===== src/osa_pkg.sv =====
package osa_pkg;

  // ==========================================================================
  // Slot indices (eight allocatable overhead parts)
  localparam int SLOT_FIRST_FREE  = 0;
  localparam int SLOT_CTRL_B56    = 1;
  localparam int SLOT_CTRL_B78    = 2;
  localparam int SLOT_SECOND_FREE = 3;
  localparam int SLOT_ALIGN_B1    = 4;
  localparam int SLOT_CTRL_B1     = 5;
  localparam int SLOT_CTRL_B3     = 6;
  localparam int SLOT_CTRL_B4     = 7;
  localparam int NUM_SLOTS        = 8;

  // Worth of each slot in 32nds of the overhead
  localparam logic [5:0] WORTH_BYTE = 6'h08;
  localparam logic [5:0] WORTH_PAIR = 6'h02;
  localparam logic [5:0] WORTH_BIT  = 6'h01;
  localparam logic [5:0] PARTS_MAX_SIDE   = 6'h15;
  localparam logic [5:0] PARTS_LEGACY_SVC = 6'h14;

  // ==========================================================================
  // Use codes
  typedef enum logic [2:0] {
    OSA_USE_UNUSED,
    OSA_USE_SVC,
    OSA_USE_SIDE,
    OSA_USE_CAS,
    OSA_USE_BA,
    OSA_USE_MFRAME,
    OSA_USE_SPAREBITS,
    OSA_USE_LOWRATE
  } osa_use_e;

  // Service-channel presets
  typedef enum logic [1:0] {
    OSA_SVC_OFF,
    OSA_SVC_LEGACY,
    OSA_SVC_CUSTOM,
    OSA_SVC_ALL
  } osa_svc_e;

  // Side-channel modes
  typedef enum logic [1:0] {
    OSA_SIDE_OFF,
    OSA_SIDE_LOWRATE,
    OSA_SIDE_MAX,
    OSA_SIDE_CUSTOM
  } osa_side_e;

  // ==========================================================================
  // Register map (APB byte addresses)
  localparam logic [11:0] ADDR_CTRL    = 12'h000;
  localparam logic [11:0] ADDR_CUSTOM  = 12'h004;
  localparam logic [11:0] ADDR_ALLOC   = 12'h008;
  localparam logic [11:0] ADDR_STATUS  = 12'h00C;
  localparam logic [11:0] ADDR_RATEDIV = 12'h010;

  // Control field positions
  localparam int CTRL_SVC_LSB    = 0;
  localparam int CTRL_SIDE_LSB   = 2;
  localparam int CTRL_CUSTOM_FEAT = 4;
  localparam int CTRL_CAS        = 5;
  localparam int CTRL_CUSTOM_FRM = 6;
  localparam int CTRL_BA_EN      = 7;
  localparam int CTRL_MFRAME_EN  = 8;
  localparam int CTRL_E1_TRANSP  = 9;
  localparam int CTRL_SVC_HIRATE = 10;
  localparam int CTRL_MINOH      = 11;
  localparam logic [31:0] CTRL_RESET = 32'h0000_0180;

  // Rate divisors as main-rate-to-channel-rate ratios, the max async percentage and the use code width
  localparam int LEGACY_BAUD_DIV  = 23;
  localparam int LOWRATE_DIV      = 2000;
  localparam int MAX_ASYNC_PCT    = 1;
  localparam int CODE_W           = 3;

endpackage


===== src/osa_cfg_if.sv =====
`timescale 1ns/10ps
interface osa_cfg_if;
  // Custom use codes requested per slot and the resolved allocation
  logic [23:0] custom_codes;
  logic [23:0] alloc_codes;
  logic [7:0]  reject_mask;
  logic [5:0]  svc_parts;
  logic [5:0]  side_parts;

  modport top   (output custom_codes, input alloc_codes, input reject_mask, input svc_parts, input side_parts);
  modport alloc (input custom_codes, output alloc_codes, output reject_mask, output svc_parts, output side_parts);
endinterface


===== src/osa_rate_gen.sv =====
`timescale 1ns/10ps
// ============================================================================
// Overhead slot enable generator: one pulse per overhead part
module osa_rate_gen #(
  parameter int DIV_W = 16
) (
  input  wire logic             pclk,
  input  wire logic             presetn,
  input  wire logic [DIV_W-1:0] div,
  output logic                  slot_tick,
  output logic [4:0]            part_idx
);
  initial begin
    if (DIV_W < 2) $error("DIV_W too small");
  end

  logic [DIV_W-1:0] cnt_reg;

  // Divider; a zero divisor ticks every cycle
  always_ff @(posedge pclk or negedge presetn) begin
    if (!presetn) begin
      cnt_reg <= '0;
    end else if (cnt_reg >= div) begin
      cnt_reg <= '0;
    end else begin
      cnt_reg <= cnt_reg + 1'b1;
    end
  end

  // Part counter walks the 32 overhead parts
  always_ff @(posedge pclk or negedge presetn) begin
    if (!presetn) begin
      slot_tick <= 1'b0;
      part_idx  <= 5'h00;
    end else begin
      slot_tick <= (cnt_reg >= div);
      if (slot_tick) begin
        part_idx <= part_idx + 5'h01;
      end
    end
  end
endmodule


===== src/osa_slot_map.sv =====
`timescale 1ns/10ps
// ============================================================================
// Part-to-slot map: which of the 8 allocatable slots owns a given 32nd
module osa_slot_map (
  input  wire logic [4:0] part_idx,
  output logic [3:0]      slot
);
  // Parts 0..7 first free byte, 8..15 second, then control/alignment bits
  always_comb begin
    if (part_idx < 5'h08) begin
      slot = 4'h0;
    end else if (part_idx < 5'h10) begin
      slot = 4'h3;
    end else begin
      unique case (part_idx)
        5'h10, 5'h11: slot = 4'h1;
        5'h12, 5'h13: slot = 4'h2;
        5'h14:        slot = 4'h4;
        5'h15:        slot = 4'h5;
        5'h16:        slot = 4'h6;
        5'h17:        slot = 4'h7;
        default:      slot = 4'h8; // Fixed framing, never allocatable
      endcase
    end
  end
endmodule


===== src/osa_top.sv =====
// Added by the designer: the register offsets and the APB slave port.
`timescale 1ns/10ps
// How it works
// - Max preset: side gets 21 parts
// - Max preset async rate up to 1 percent
// - Custom side needs custom features; shared step
// - Service choice needs hi-rate async, sync side
// - Legacy preset: service gets 20 parts
// - Legacy baud about terrestrial rate over 23
// - All-available: remaining parts go to service
// - Min overhead scales to service baud; CTRL_MINOH is stored in the control register but has no effect
// - Custom slot holds one use code
// - Free bytes worth 8, blocked by CAS
// - Control bit pairs worth 2, either channel
// - Alignment bit 1 service only
// - Control bit 1 low-rate or spare
// - Control bit 3 backward alarm unless disabled
// - Control bit 4 multiframe unless absent
// - Transparent spare bits block alignment/control slots
// - Low-rate mode: only control bit 1
module osa_top #(
  parameter int DIV_W = 16
) (
  input  wire logic        pclk,
  input  wire logic        presetn,
  input  wire logic        psel,
  input  wire logic        penable,
  input  wire logic        pwrite,
  input  wire logic [11:0] paddr,
  input  wire logic [31:0] pwdata,
  output logic [31:0]      prdata,
  output logic             pready,
  output logic             pslverr,
  input  wire logic        svc_tx_bit,
  input  wire logic        side_tx_bit,
  output logic             oh_tx_bit,
  output logic             oh_tx_valid,
  output logic [4:0]       oh_part_idx,
  input  wire logic        oh_rx_bit,
  output logic             svc_rx_bit,
  output logic             svc_rx_valid,
  output logic             side_rx_bit,
  output logic             side_rx_valid,
  output logic [15:0]      svc_baud_div,
  output logic [15:0]      side_async_div
);
  initial begin
    if (DIV_W < 2 || DIV_W > 32) $error("DIV_W out of range");
  end

  // ==========================================================================
  // Registers
  logic [31:0]      ctrl_reg;
  logic [23:0]      custom_reg;
  logic [DIV_W-1:0] ratediv_reg;
  logic             sel_err;

  osa_cfg_if cfg ();

  osa_pkg::osa_svc_e  svc_mode;
  osa_pkg::osa_side_e side_mode;
  logic custom_feat;
  logic side_custom_ok;
  logic svc_choice_ok;

  assign svc_mode    = osa_pkg::osa_svc_e'(ctrl_reg[osa_pkg::CTRL_SVC_LSB +: 2]);
  assign side_mode   = osa_pkg::osa_side_e'(ctrl_reg[osa_pkg::CTRL_SIDE_LSB +: 2]);
  assign custom_feat = ctrl_reg[osa_pkg::CTRL_CUSTOM_FEAT];
  // Custom side allocation exists only with the custom features option
  assign side_custom_ok = custom_feat;
  // Service preset choice only for hi-rate async service and sync side
  assign svc_choice_ok = ctrl_reg[osa_pkg::CTRL_SVC_HIRATE] &&
                         (side_mode == osa_pkg::OSA_SIDE_MAX || side_mode == osa_pkg::OSA_SIDE_CUSTOM);

  // ==========================================================================
  // APB slave: zero wait states, error on unmapped address or illegal mode
  logic apb_wr;
  logic apb_acc;
  logic addr_ok;
  logic [31:0] wr_ctrl;
  logic        wr_ctrl_bad;

  assign apb_acc = psel && penable;
  assign apb_wr  = apb_acc && pwrite;
  assign pready  = 1'b1;
  assign addr_ok = (paddr == osa_pkg::ADDR_CTRL) || (paddr == osa_pkg::ADDR_CUSTOM) ||
                   (paddr == osa_pkg::ADDR_ALLOC) || (paddr == osa_pkg::ADDR_STATUS) ||
                   (paddr == osa_pkg::ADDR_RATEDIV);
  assign wr_ctrl = pwdata;

  // A mode that the written options cannot serve is refused, keeping the old value
  always_comb begin
    wr_ctrl_bad = 1'b0;
    if (wr_ctrl[osa_pkg::CTRL_SIDE_LSB +: 2] == 2'(osa_pkg::OSA_SIDE_CUSTOM) &&
        !wr_ctrl[osa_pkg::CTRL_CUSTOM_FEAT]) begin
      wr_ctrl_bad = 1'b1;
    end
    if (wr_ctrl[osa_pkg::CTRL_SVC_LSB +: 2] == 2'(osa_pkg::OSA_SVC_CUSTOM) &&
        !wr_ctrl[osa_pkg::CTRL_CUSTOM_FEAT]) begin
      wr_ctrl_bad = 1'b1;
    end
    if (wr_ctrl[osa_pkg::CTRL_SVC_LSB +: 2] != 2'(osa_pkg::OSA_SVC_OFF) &&
        !wr_ctrl[osa_pkg::CTRL_SVC_HIRATE]) begin
      wr_ctrl_bad = 1'b1;
    end
  end

  // Error response for unmapped address, read-only write or refused mode
  always_comb begin
    sel_err = 1'b0;
    if (apb_acc) begin
      if (!addr_ok) begin
        sel_err = 1'b1;
      end else if (pwrite && (paddr == osa_pkg::ADDR_ALLOC || paddr == osa_pkg::ADDR_STATUS)) begin
        sel_err = 1'b1;
      end else if (pwrite && paddr == osa_pkg::ADDR_CTRL && wr_ctrl_bad) begin
        sel_err = 1'b1;
      end
    end
  end
  assign pslverr = sel_err;

  // Control register
  always_ff @(posedge pclk or negedge presetn) begin
    if (!presetn) begin
      ctrl_reg <= osa_pkg::CTRL_RESET;
    end else if (apb_wr && paddr == osa_pkg::ADDR_CTRL && !wr_ctrl_bad) begin
      ctrl_reg <= {20'h00000, pwdata[11:0]};
    end
  end

  // Custom code register, three bits per slot
  always_ff @(posedge pclk or negedge presetn) begin
    if (!presetn) begin
      custom_reg <= 24'h000000;
    end else if (apb_wr && paddr == osa_pkg::ADDR_CUSTOM) begin
      custom_reg <= pwdata[23:0];
    end
  end

  // Slot clock divisor
  always_ff @(posedge pclk or negedge presetn) begin
    if (!presetn) begin
      ratediv_reg <= '0;
    end else if (apb_wr && paddr == osa_pkg::ADDR_RATEDIV) begin
      ratediv_reg <= pwdata[DIV_W-1:0];
    end
  end

  // Read data from flip-flops
  always_ff @(posedge pclk or negedge presetn) begin
    if (!presetn) begin
      prdata <= 32'h0000_0000;
    end else if (psel && !penable && !pwrite) begin
      unique case (paddr)
        osa_pkg::ADDR_CTRL:    prdata <= ctrl_reg;
        osa_pkg::ADDR_CUSTOM:  prdata <= {8'h00, custom_reg};
        osa_pkg::ADDR_ALLOC:   prdata <= {8'h00, cfg.alloc_codes};
        osa_pkg::ADDR_STATUS:  prdata <= {10'h000, svc_choice_ok, side_custom_ok,
                                          cfg.reject_mask, cfg.side_parts, cfg.svc_parts};
        osa_pkg::ADDR_RATEDIV: prdata <= 32'(ratediv_reg);
        default:               prdata <= 32'h0000_0000;
      endcase
    end
  end

  // ==========================================================================
  // Allocation per slot
  logic [23:0] alloc;
  logic [7:0]  rej;
  logic [7:0]  svc_ok;
  logic [7:0]  side_ok;
  logic [7:0]  fixed_use_v;
  logic [23:0] fixed_code;
  logic [5:0]  worth [osa_pkg::NUM_SLOTS];
  logic [5:0]  svc_sum;
  logic [5:0]  side_sum;

  assign cfg.custom_codes = custom_reg;

  // Slot permissions and fixed uses
  always_comb begin
    logic cas;
    logic transp;
    logic custom_frm;
    cas        = ctrl_reg[osa_pkg::CTRL_CAS];
    transp     = ctrl_reg[osa_pkg::CTRL_E1_TRANSP];
    custom_frm = ctrl_reg[osa_pkg::CTRL_CUSTOM_FRM];
    svc_ok      = 8'h00;
    side_ok     = 8'h00;
    fixed_use_v = 8'h00;
    fixed_code  = 24'h000000;
    // Free bytes usable by both unless signalling takes them
    for (int i = 0; i < 4; i++) begin
      if (i == osa_pkg::SLOT_FIRST_FREE || i == osa_pkg::SLOT_SECOND_FREE) begin
        worth[i] = osa_pkg::WORTH_BYTE;
        if (cas) begin
          fixed_use_v[i] = 1'b1;
          fixed_code[i*3 +: 3] = osa_pkg::OSA_USE_CAS;
        end else begin
          svc_ok[i]  = 1'b1;
          side_ok[i] = 1'b1;
        end
      end else begin
        worth[i]   = osa_pkg::WORTH_PAIR;
        svc_ok[i]  = 1'b1;
        side_ok[i] = 1'b1;
      end
    end
    worth[osa_pkg::SLOT_ALIGN_B1] = osa_pkg::WORTH_BIT;
    worth[osa_pkg::SLOT_CTRL_B1]  = osa_pkg::WORTH_BIT;
    worth[osa_pkg::SLOT_CTRL_B3]  = osa_pkg::WORTH_BIT;
    worth[osa_pkg::SLOT_CTRL_B4]  = osa_pkg::WORTH_BIT;
    // Transparent spare bits take the alignment bit and the control pairs
    if (transp) begin
      fixed_use_v[osa_pkg::SLOT_ALIGN_B1] = 1'b1;
      fixed_code[osa_pkg::SLOT_ALIGN_B1*3 +: 3] = osa_pkg::OSA_USE_SPAREBITS;
      fixed_use_v[osa_pkg::SLOT_CTRL_B1] = 1'b1;
      fixed_code[osa_pkg::SLOT_CTRL_B1*3 +: 3] = osa_pkg::OSA_USE_SPAREBITS;
      for (int j = 1; j < 3; j++) begin
        svc_ok[j]      = 1'b0;
        side_ok[j]     = 1'b0;
        fixed_use_v[j] = 1'b1;
        fixed_code[j*3 +: 3] = osa_pkg::OSA_USE_SPAREBITS;
      end
    end else begin
      svc_ok[osa_pkg::SLOT_ALIGN_B1] = 1'b1;
      if (side_mode == osa_pkg::OSA_SIDE_LOWRATE) begin
        fixed_use_v[osa_pkg::SLOT_CTRL_B1] = 1'b1;
        fixed_code[osa_pkg::SLOT_CTRL_B1*3 +: 3] = osa_pkg::OSA_USE_LOWRATE;
      end else begin
        svc_ok[osa_pkg::SLOT_CTRL_B1]  = 1'b1;
        side_ok[osa_pkg::SLOT_CTRL_B1] = 1'b1;
      end
    end
    // Backward alarm and multiframe bits free only in custom framing
    if (custom_frm && !ctrl_reg[osa_pkg::CTRL_BA_EN]) begin
      svc_ok[osa_pkg::SLOT_CTRL_B3] = 1'b1;
    end else begin
      fixed_use_v[osa_pkg::SLOT_CTRL_B3] = 1'b1;
      fixed_code[osa_pkg::SLOT_CTRL_B3*3 +: 3] = osa_pkg::OSA_USE_BA;
    end
    if (custom_frm && !ctrl_reg[osa_pkg::CTRL_MFRAME_EN]) begin
      svc_ok[osa_pkg::SLOT_CTRL_B4] = 1'b1;
    end else begin
      fixed_use_v[osa_pkg::SLOT_CTRL_B4] = 1'b1;
      fixed_code[osa_pkg::SLOT_CTRL_B4*3 +: 3] = osa_pkg::OSA_USE_MFRAME;
    end
  end

  // Preset allocation; each slot gets exactly one code
  always_comb begin
    logic [2:0] req;
    logic       side_max;
    logic       pre_side;
    req      = osa_pkg::OSA_USE_UNUSED;
    side_max = 1'b0;
    pre_side = 1'b0;
    alloc = 24'h000000;
    rej   = 8'h00;
    for (int s = 0; s < osa_pkg::NUM_SLOTS; s++) begin
      side_max = (side_mode == osa_pkg::OSA_SIDE_MAX) && side_ok[s] &&
                 (s != osa_pkg::SLOT_ALIGN_B1);
      pre_side = side_max;
      req = osa_pkg::OSA_USE_UNUSED;
      if (side_mode == osa_pkg::OSA_SIDE_CUSTOM || svc_mode == osa_pkg::OSA_SVC_CUSTOM) begin
        req = custom_reg[s*3 +: 3];
        if (side_mode != osa_pkg::OSA_SIDE_CUSTOM && req == osa_pkg::OSA_USE_SIDE) begin
          req = osa_pkg::OSA_USE_UNUSED;
        end
        if (side_mode == osa_pkg::OSA_SIDE_MAX && req == osa_pkg::OSA_USE_SVC && side_max) begin
          rej[s] = 1'b1;
          req = osa_pkg::OSA_USE_SIDE;
        end
      end
      // Presets fill only parts left open, so a custom side map and a
      // service preset share one frame; gated by permission to avoid false rejects
      if (req == osa_pkg::OSA_USE_UNUSED) begin
        if (pre_side) begin
          req = osa_pkg::OSA_USE_SIDE;
        end else if (svc_choice_ok && svc_mode == osa_pkg::OSA_SVC_LEGACY &&
                     s <= osa_pkg::SLOT_SECOND_FREE && svc_ok[s]) begin
          // Legacy preset: both free bytes and control bits 5 to 8
          req = osa_pkg::OSA_USE_SVC;
        end else if (svc_choice_ok && svc_mode == osa_pkg::OSA_SVC_ALL && svc_ok[s]) begin
          req = osa_pkg::OSA_USE_SVC;
        end
      end
      if (fixed_use_v[s]) begin
        if (req != osa_pkg::OSA_USE_UNUSED && req != fixed_code[s*3 +: 3] &&
            (side_mode == osa_pkg::OSA_SIDE_CUSTOM || svc_mode == osa_pkg::OSA_SVC_CUSTOM)) begin
          rej[s] = 1'b1;
        end
        alloc[s*3 +: 3] = fixed_code[s*3 +: 3];
      end else if (req == osa_pkg::OSA_USE_SVC && !svc_ok[s]) begin
        rej[s] = 1'b1;
      end else if (req == osa_pkg::OSA_USE_SIDE && !side_ok[s]) begin
        rej[s] = 1'b1;
      end else if (req == osa_pkg::OSA_USE_SVC || req == osa_pkg::OSA_USE_SIDE) begin
        alloc[s*3 +: 3] = req;
      end else if (req != osa_pkg::OSA_USE_UNUSED) begin
        rej[s] = 1'b1;
      end
    end
  end

  // Share totals in 32nds; low-rate side only ever counts control bit 1
  always_comb begin
    svc_sum  = 6'h00;
    side_sum = 6'h00;
    for (int k = 0; k < osa_pkg::NUM_SLOTS; k++) begin
      if (alloc[k*3 +: 3] == osa_pkg::OSA_USE_SVC) svc_sum = svc_sum + worth[k];
      if (alloc[k*3 +: 3] == osa_pkg::OSA_USE_SIDE) side_sum = side_sum + worth[k];
    end
    if (side_mode == osa_pkg::OSA_SIDE_LOWRATE && !ctrl_reg[osa_pkg::CTRL_E1_TRANSP]) begin
      side_sum = osa_pkg::WORTH_BIT;
    end
  end

  assign cfg.alloc_codes = alloc;
  assign cfg.reject_mask = rej;
  assign cfg.svc_parts   = svc_sum;
  assign cfg.side_parts  = side_sum;

  // ==========================================================================
  // Bit steering on the overhead stream
  logic       slot_tick;
  logic [4:0] part_idx;
  logic [3:0] cur_slot;
  logic [2:0] cur_code;

  osa_rate_gen #(.DIV_W(DIV_W)) i_osa_rate_gen (
    .pclk      (pclk),
    .presetn   (presetn),
    .div       (ratediv_reg),
    .slot_tick (slot_tick),
    .part_idx  (part_idx)
  );

  osa_slot_map i_osa_slot_map (
    .part_idx (part_idx),
    .slot     (cur_slot)
  );

  // Low-rate mode uses control bit 1 directly as the side channel
  always_comb begin
    if (cur_slot < 4'h8) begin
      cur_code = alloc[cur_slot[2:0]*3 +: 3];
    end else begin
      cur_code = osa_pkg::OSA_USE_UNUSED;
    end
    if (cur_code == osa_pkg::OSA_USE_LOWRATE) begin
      cur_code = osa_pkg::OSA_USE_SIDE;
    end
  end

  // Transmit mux and receive demux, one register stage
  always_ff @(posedge pclk or negedge presetn) begin
    if (!presetn) begin
      oh_tx_bit     <= 1'b1;
      oh_tx_valid   <= 1'b0;
      oh_part_idx   <= 5'h00;
      svc_rx_bit    <= 1'b1;
      svc_rx_valid  <= 1'b0;
      side_rx_bit   <= 1'b1;
      side_rx_valid <= 1'b0;
    end else begin
      oh_tx_valid   <= slot_tick;
      oh_part_idx   <= part_idx;
      svc_rx_valid  <= slot_tick && (cur_code == osa_pkg::OSA_USE_SVC);
      side_rx_valid <= slot_tick && (cur_code == osa_pkg::OSA_USE_SIDE);
      if (slot_tick) begin
        unique case (cur_code)
          osa_pkg::OSA_USE_SVC:  oh_tx_bit <= svc_tx_bit;
          osa_pkg::OSA_USE_SIDE: oh_tx_bit <= side_tx_bit;
          default:               oh_tx_bit <= 1'b1; // Idle ones on unused parts
        endcase
        svc_rx_bit  <= oh_rx_bit;
        side_rx_bit <= oh_rx_bit;
      end
    end
  end

  // ==========================================================================
  // Rate figures: main-rate divisors for service baud and side async rate
  always_ff @(posedge pclk or negedge presetn) begin
    if (!presetn) begin
      svc_baud_div   <= 16'h0000;
      side_async_div <= 16'h0000;
    end else begin
      // Legacy preset: baud ceiling about main rate / 23
      if (svc_mode == osa_pkg::OSA_SVC_LEGACY) begin
        svc_baud_div <= 16'(osa_pkg::LEGACY_BAUD_DIV);
      end else if (svc_sum != 6'h00) begin
        // Scales with share: 460 divided by the service parts in 32nds
        svc_baud_div <= 16'(16'd460 / {10'h000, svc_sum});
      end else begin
        svc_baud_div <= 16'h0000;
      end
      if (side_mode == osa_pkg::OSA_SIDE_LOWRATE) begin
        side_async_div <= 16'(osa_pkg::LOWRATE_DIV);
      end else if (side_mode == osa_pkg::OSA_SIDE_MAX) begin
        side_async_div <= 16'(100 / osa_pkg::MAX_ASYNC_PCT);
      end else if (side_sum != 6'h00) begin
        side_async_div <= 16'(16'd2100 / {10'h000, side_sum});
      end else begin
        side_async_div <= 16'h0000;
      end
    end
  end
endmodule


===== config.mk =====
export PLATFORM = sky130hd
export DESIGN_NAME = osa_top
export DESIGN_NICKNAME = d
export VERILOG_FILES = /design/src/osa_pkg.sv /design/src/osa_cfg_if.sv /design/src/osa_rate_gen.sv /design/src/osa_slot_map.sv /design/src/osa_top.sv
export SDC_FILE = /design/constraint.sdc
export NUM_CORES = 1
export LEC_CHECK = 0
export BUFFER_PORTS_ARGS = -buffer_cell sky130_fd_sc_hd__buf_2
export CELL_PAD_IN_SITES_DETAIL_PLACEMENT = 1
export CELL_PAD_IN_SITES_GLOBAL_PLACEMENT = 2
export CORE_MARGIN = 2
export CORE_UTILIZATION = 41
export CTS_CLUSTER_SIZE = 16
export DETAILED_ROUTE_END_ITERATION = 7
export GPL_TIMING_DRIVEN = 0
export PLACE_DENSITY_LB_ADDON = 0.25
export SYNTH_ARGS = -nofsm -noshare
export SYNTH_HDL_FRONTEND = slang
export SYNTH_SLANG_ARGS = --single-unit
export TNS_END_PERCENT = 50

===== constraint.sdc =====
create_clock -name pclk -period 75.8 [get_ports pclk]
set_input_delay 15.16 -clock pclk [delete_from_list [all_inputs] [get_ports pclk]]
set_output_delay 15.16 -clock pclk [all_outputs]
set_load 0.05 [all_outputs]

==> results.json, run 1 <==
{
  "num_rows": 78,
  "netlist_instances": 2381,
  "pre_cts_ws_ns": 38.48,
  "min_period_ns": 37.80,
  "finalHoldViolations": 0,
  "die_y_um": 217.1,
  "finalSetupViolations": 0,
  "area_growth_pct": 11.31,
  "synthArstFlopShare_pct": 100.0,
  "final_common_cell": "nand2_1",
  "core_um2": 45090,
  "cts_tree": "yes",
  "crit_start": "ctrl_reg[2]",
  "setup_tns_ns": 0,
  "maxCapViolCount": 0,
  "drive_above_1_share_pct": 14.16,
  "grt_overflow": 0,
  "grt_util_all_layers_pct": 28.80,
  "post-route-period-util_pct": 49.87,
  "final.setup.worst_slack_ns": 38.00,
  "clock-sinks": 138,
  "synth_edf_count": 0,
  "power_density_nw_per_um2": 25.40,
  "start_util_pct": 41.29,
  "required_ns": 76.09,
  "yosysWarnings": 0,
  "worstRegToRegCells": 168,
  "die_w_um": 217.1,
  "final_nets": 2747,
  "cts_setup_buffers": 0,
  "vias": 19472,
  "ir_worst_vdd_v": 0.00002952,
  "root_buffer": "clkbuf_16",
  "first_global_vias": 19983,
  "antenna_found_initial": 1,
  "rsz0062_at_grt": "no",
  "synth_area_um2": 18620,
  "dieArea_um2": 47130,
  "drc_errors": 0,
  "slowest_delay_ns": 1.12,
  "seq_area_frac_synth_pct": 18.58,
  "ys_seq_elements": 138,
  "startpoint_type": "register",
  "cts-htree-levels": 4,
  "slowest_stage": "nor4_1",
  "worstPathArrival_ns": 38.08,
  "ant_nets": 0,
  "totalWireLength_mm": 68.19,
  "critPathCaptureType": "register",
  "grt_pass1_wl_mm": 109.5,
  "p_leak_nw": 9.088,
  "fillers": 5703,
  "clk_pin_slew_ns": 0.07,
  "grt_max_degree": 96,
  "worstPathMaxFanout": 10,
  "clock_latency_ns": 0.46,
  "worst_slew_pin_slew_ns": 1.446,
  "numCtsBuffers": 17,
  "drt-initial-drc-count": 1526,
  "first_pass_iters": 7,
  "seq_area_um2": 3458,
  "dp.final_hpwl_mm": 54.18,
  "relSlewSlack_pct": 2.874,
  "clock.fmax_mhz": 26.46,
  "status": "finished, final reports clean",
  "finalWeightedCongestion": 0.9077,
  "worst_hold_path_type": "reg -> reg",
  "crit_type": "reg -> reg",
  "avgSynthCellArea_um2": 7.819,
  "multiInputGateArea_um2": 14520,
  "ys_types": 129,
  "cts_buffer_depth": 2,
  "r2r-start": "ctrl_reg[2]",
  "r2r_setup_slack_ns": 38.00,
  "fin_skew_ns": 0.01668,
  "cts_hold_buffers": 0,
  "cts_resized": 0,
  "endpoint": "svc_baud_div[0]",
  "port_buffers": 108,
  "yosys_most_used_dff": "dfrtp_1",
  "wl_per_cell_um": 21.65,
  "r2r-end": "svc_baud_div[0]",
  "layout_common_cells": "nand2_1 (216), nor2_1 (208), o21ai_0 (163)",
  "viasPerCell": 6.182,
  "slew_viol_final": 0,
  "ioPinCount": 129
}
==> worst max-delay path: cells and delay by family (launching register included) <==
kind | cells | cell delay, ns
and+or+nand+nor | 71 | 13.76
muxes | 2 | 0.44
buffers and inverters | 14 | 3.79
DFF | 1 | 0.46
AOI/OAI and AO/OA | 64 | 13.77
adders and majority gates | 17 | 5.35
==> kinds of logic after synthesis <==
family | count (synthesis) | synth area share (%)
other | 2 | 0.04034
AO/OA/AOI/OAI | 796 | 30.26
adder cells (fa/ha/maj) | 159 | 10.77
flip-flops | 138 | 18.58
XOR/XNOR | 111 | 5.222
AND/OR/NAND/NOR | 902 | 24.78
buffers and inverters | 167 | 4.019
multiplexers | 106 | 6.337
==> where the power goes <==
group	total [mW]	switching (mW)	leakage [nW]	internal (mW)
logic	0.360	0.230	6.98	0.130
clock network	0.0922	0.0417	0.304	0.0505
registers	0.0741	0.000198	1.80	0.0739
==> final cells by class <==
type | count | share of cell area [%]
multi-input cells | 2099 | 70.07
flip-flops and latches | 138 | 16.69
well taps | 600 | 3.623
repair buffers | 113 | 3.001
plain buffers | 100 | 2.391
clock buffers | 17 | 2.053
inverters | 67 | 1.220
clock inverters | 15 | 0.9479
diodes | 1 | 0.01208
==> Yosys cell counts (8+ instances only) <==
cell type | count | area share (%)
nand2_1 | 216 | 4.4
nor2_1 | 208 | 4.2
o21ai_0 | 163 | 4.4
ha_1 | 157 | 11
a21oi_1 | 145 | 3.9
dfrtp_1 | 134 | 18
a21o_1 | 85 | 3.4
nor3_1 | 73 | 2.0
mux2_2 | 67 | 4.1
inv_1 | 64 | 1.3
nand3_1 | 64 | 1.7
nand2b_1 | 60 | 2.0
xnor2_1 | 56 | 2.6
clkbuf_1 | 55 | 1.1
xor2_1 | 55 | 2.6
nor2b_1 | 41 | 1.4
o21a_1 | 39 | 1.6
and2_1 | 36 | 1.2
a211oi_1 | 33 | 1.3
mux2i_1 | 31 | 1.7
and3_1 | 30 | 1.0
o31ai_1 | 29 | 1.2
or3_1 | 27 | 0.91
a31oi_1 | 25 | 0.84
buf_4 | 25 | 1.0
nand4_1 | 24 | 0.81
o211ai_1 | 24 | 0.97
nor4_1 | 18 | 0.60
a22oi_1 | 17 | 0.69
o21ai_1 | 16 | 0.43
o22ai_1 | 16 | 0.54
or2_2 | 15 | 0.50
or4_1 | 14 | 0.56
a211o_1 | 12 | 0.56
a31o_2 | 12 | 0.56
a221oi_1 | 11 | 0.52
a222oi_1 | 10 | 0.54
a22o_1 | 10 | 0.47
and4_1 | 9 | 0.42
buf_1 | 9 | 0.18
buf_2 | 9 | 0.24
o21bai_1 | 8 | 0.32
==> through the flow <==
step	instance area (um2)	util, %	std cells	hold WS [ns]	total power [mW]
floorplan	18700	-	2404	0.3519	0.3454
global placement	20000	44.35	3112	0.3549	0.4160
detailed placement	20100	44.58	3117	0.3588	0.4305
CTS	20720	45.96	3149	0.3742	0.5248
global route	20720	45.96	3150	0.3945	0.5705
finish	20720	45.96	3150	0.3716	0.5265
==> layer usage <==
| metal | share of wire, % | vias up | track usage (%) |
|---|---|---|---|
| met5 | 0 | - | 0 |
| met4 | 3.2 | 0 | 10.11 |
| met3 | 3.7 | 117 | 2.949 |
| met2 | 46 | 424 | 47.70 |
| met1 | 47 | 9669 | 38.96 |
| li1 | - | 9262 | - |
==> worst min-delay path by stage <==
| stage | to | slack [ns] | startpoint | depth (start not counted) |
|---|---|---|---|---|
| after global placement | oh_tx_valid | 0.35 | i_osa_rate_gen.slot_tick | 0 |
| after CTS | oh_part_idx[2] | 0.37 | i_osa_rate_gen.part_idx[2] | 0 |
| after global routing | oh_part_idx[2] | 0.39 | i_osa_rate_gen.part_idx[2] | 0 |
| final | oh_part_idx[2] | 0.37 | i_osa_rate_gen.part_idx[2] | 0 |
| after detailed placement | oh_part_idx[2] | 0.36 | i_osa_rate_gen.part_idx[2] | 0 |
| after floorplan | oh_part_idx[2] | 0.35 | i_osa_rate_gen.part_idx[2] | 0 |
Note: power is estimated with default switching activity, not from simulation.
==> run 2: changes to the inputs <==
--- a/config.mk
+++ b/config.mk
@@ -5,11 +5,12 @@
 export SDC_FILE = /design/constraint.sdc
 export NUM_CORES = 1
 export LEC_CHECK = 0
+export ABC_AREA = 1
 export BUFFER_PORTS_ARGS = -buffer_cell sky130_fd_sc_hd__buf_2
 export CELL_PAD_IN_SITES_DETAIL_PLACEMENT = 1
 export CELL_PAD_IN_SITES_GLOBAL_PLACEMENT = 2
 export CORE_MARGIN = 2
-export CORE_UTILIZATION = 41
+export CORE_UTILIZATION = 31
 export CTS_CLUSTER_SIZE = 16
 export DETAILED_ROUTE_END_ITERATION = 7
 export GPL_TIMING_DRIVEN = 0
==> constraint.sdc (replaced) <==
create_clock -name pclk -period 31 [get_ports pclk]
set_input_delay 6.2 -clock pclk [delete_from_list [all_inputs] [get_ports pclk]]
set_output_delay 6.2 -clock pclk [all_outputs]
set_load 0.05 [all_outputs]
==> run 2 against run 1 <==
Effect of this change: register-to-register slack got worse by 35 ns; via count shrank 7.3%; first-iteration DRC count shrank 54%; sequential share of layout area grew 0.90 points; count of clock-buffer cells in the layout is 1 higher; cell count up 14%; cell area shrank 5.1%; flip-flop and latch count unchanged; clock power up 140%; sequential power grew to 2.7 times the previous value; area after synthesis fell by 6.6%; critical path depth rose by 12; critical path type unchanged.
==> results.json, run 2 <==
{
  "ioPinCount": 129,
  "yosysWarnings": 0,
  "first_global_vias": 18795,
  "synthArstFlopShare_pct": 100.0,
  "die_y_um": 240.9,
  "grt_overflow": 0,
  "synth_area_leaders": "dfrtp_1 (19%), nand2_1 (13%), ha_1 (11%), inv_1 (8.1%), o21ai_0 (6.3%)",
  "drt-initial-drc-count": 709,
  "core_um2": 55310,
  "seq_area_um2": 3458,
  "min_from": "i_osa_rate_gen.slot_tick",
  "dpl_cell_area_um2": 19020,
  "clock.fmax_mhz": 36.14,
  "n_antenna_cell": 0,
  "final_nets": 3030,
  "totalWireLength_mm": 60.73,
  "grt_pass1_wl_mm": 98.76,
  "maxCapViolCount": 0,
  "finalHoldViolations": 0,
  "grt_util_all_layers_pct": 21.45,
  "slowest_delay_ns": 0.52,
  "startpoint_type": "register",
  "synth_edf_count": 0,
  "ys_types": 71,
  "ant_nets": 0,
  "critPathCaptureType": "register",
  "synth_top_area_share_pct": 19.28,
  "cts_tree": "yes",
  "viasPerCell": 5.042,
  "setup_tns_ns": 0,
  "clock-sinks": 138,
  "final.setup.worst_slack_ns": 3.332,
  "cts_setup_buffers": 0,
  "worstPathArrival_ns": 28.04,
  "power_density_nw_per_um2": 73.24,
  "netlist_instances": 2667,
  "worst_hold_path_type": "reg -> reg",
  "root_buffer": "clkbuf_16",
  "port_buffers": 109,
  "grt_max_degree": 71,
  "layout_common_cells": "nand2_1 (609), inv_1 (376), nor2_1 (231)",
  "numCtsBuffers": 17,
  "final_common_cell": "nand2_1",
  "vias": 18052,
  "avgSynthCellArea_um2": 6.521,
  "die_w_um": 240.9,
  "r2r-start": "ctrl_reg[3]",
  "first_pass_iters": 4,
  "dp.final_hpwl_mm": 50.04,
  "critical_path_buf_inv_count": 32,
  "fillers": 7233,
  "antenna_found_initial": 1,
  "cts_hold_buffers": 0,
  "path_delay_family": "simple AND/OR/NAND/NOR gates",
  "final_area_um2": 19670,
  "ys_seq_elements": 138,
  "slew_viol_final": 0,
  "status": "finished, final reports clean",
  "rsz0062_at_grt": "no",
  "dieArea_um2": 58010,
  "yosys_most_used_dff": "dfrtp_1",
  "area_growth_pct": 13.08,
  "yosysMostFrequentCell": "nand2_1",
  "cts_resized": 0,
  "pre_cts_ws_ns": 0.9236,
  "synth_area_um2": 17390,
  "finalWeightedCongestion": 0.8484,
  "relSlewSlack_pct": 26.91,
  "worstPathMaxFanout": 16,
  "num_rows": 86,
  "start_util_pct": 31.45,
  "cts_buffer_depth": 2,
  "cts-htree-levels": 4,
  "clock_latency_ns": 0.49,
  "wl_per_cell_um": 16.96,
  "required_ns": 31.37,
  "min_period_ns": 27.67,
  "ir_worst_vdd_v": 0.00007287,
  "crit_type": "reg -> reg",
  "hold_slack_ns": 0.3952,
  "multiInputGateArea_um2": 12180,
  "drive_above_1_share_pct": 13.77,
  "drc_errors": 0,
  "seq_area_frac_synth_pct": 19.88,
  "clk_pin_slew_ns": 0.07,
  "crit_start": "ctrl_reg[3]",
  "finalSetupViolations": 0,
  "worst_slew_pin_slew_ns": 1.094,
  "synth_top_area_cell": "dfrtp_1",
  "p_leak_nw": 10.22,
  "slowest_stage": "fa_1",
  "post-route-period-util_pct": 89.25,
  "cp_common_cell": "nand2_1",
  "fin_skew_ns": 0.01462,
  "ys_top_cells_by_count": "nand2_1 (610), inv_1 (377), nor2_1 (231), o21ai_0 (218), nand3_1 (175)"
}
==> run 2: cell types whose count changed in the layout (fill, tap and decap cells not counted), sizes merged, moves of 39 or more <==
cell	before	now
o21ai	182	246
inv	75	417
nand3	69	214
a21o	85	6
mux2	72	0
nor3	75	36
nand2	219	672
nor2	214	274
nor2b	41	0
nand2b	60	0
==> run 2: logic make-up after synthesis <==
group | share of synthesized area, %
buf+inv | 10.92
fa+ha+maj | 11.53
xor+xnor | 5.986
compound gates | 16.90
mux | 0.05756
other cells | 0.04318
flops | 19.88
simple gates | 34.68
==> run 2: where the power goes <==
| group | internal, mW | leakage, nW | switching (mW) | total [mW] |
|---|---|---|---|---|
| logic | 0.330 | 8.08 | 0.694 | 1.02 |
| clock network | 0.122 | 0.299 | 0.0974 | 0.220 |
| registers | 0.189 | 1.83 | 0.00714 | 0.197 |
| total | 0.642 | 10.2 | 0.799 | 1.44 |
==> run 2: worst paths after layout <==
kind	endpoint	slack [ns]	cells after the start
min reg2reg	oh_tx_valid	0.40	0
max in group asynchronous	side_rx_bit	24.39	2
min in group asynchronous	i_osa_rate_gen.cnt_reg[2]	5.73	1
max	svc_baud_div[0]	3.33	180
max reg2reg	svc_baud_div[0]	3.33	180
min	oh_tx_valid	0.40	0
==> run 2: stage by stage <==
stage	power, mW	utilization [%]	cells
5_1_grt	1.599	35.56	3580
4_1_cts	1.459	35.46	3581
2_1_floorplan	1.004	-	2690
3_5_place_dp	1.231	34.38	3549
3_3_place_gp	1.202	34.28	3547
6_report	1.440	35.56	3580
==> run 2: worst register-to-register path, delay by kind of cell, from the launching register on <==
kind | cells | cell delay (ns)
adder cells (fa/ha/maj) | 18 | 5.62
buffers and inverters | 32 | 4.15
AO/OA/AOI/OAI | 44 | 7.59
flip-flops | 1 | 0.51
AND/OR/NAND/NOR | 86 | 9.67
==> run 2: area by class of cell <==
| cell class | count | area share [%] |
|---|---|---|
| clock inverter | 14 | 0.8080 |
| buffer | 51 | 1.654 |
| inverter | 416 | 8.004 |
| clock buffer | 18 | 2.233 |
| multi-input combinational | 2084 | 61.94 |
| sequential | 138 | 17.58 |
| tap | 748 | 4.759 |
| timing repair buffer | 111 | 3.022 |
==> run 2: layer usage <==
layer / share of wire [%] / vias up / track usage [%]
li1: - / 9060 / -
met1: 48 / 8694 / 28.23
met2: 47 / 243 / 36.84
met3: 3.6 / 53 / 3.203
met4: 1.5 / 2 / 5.144
met5: 0.021 / - / 0
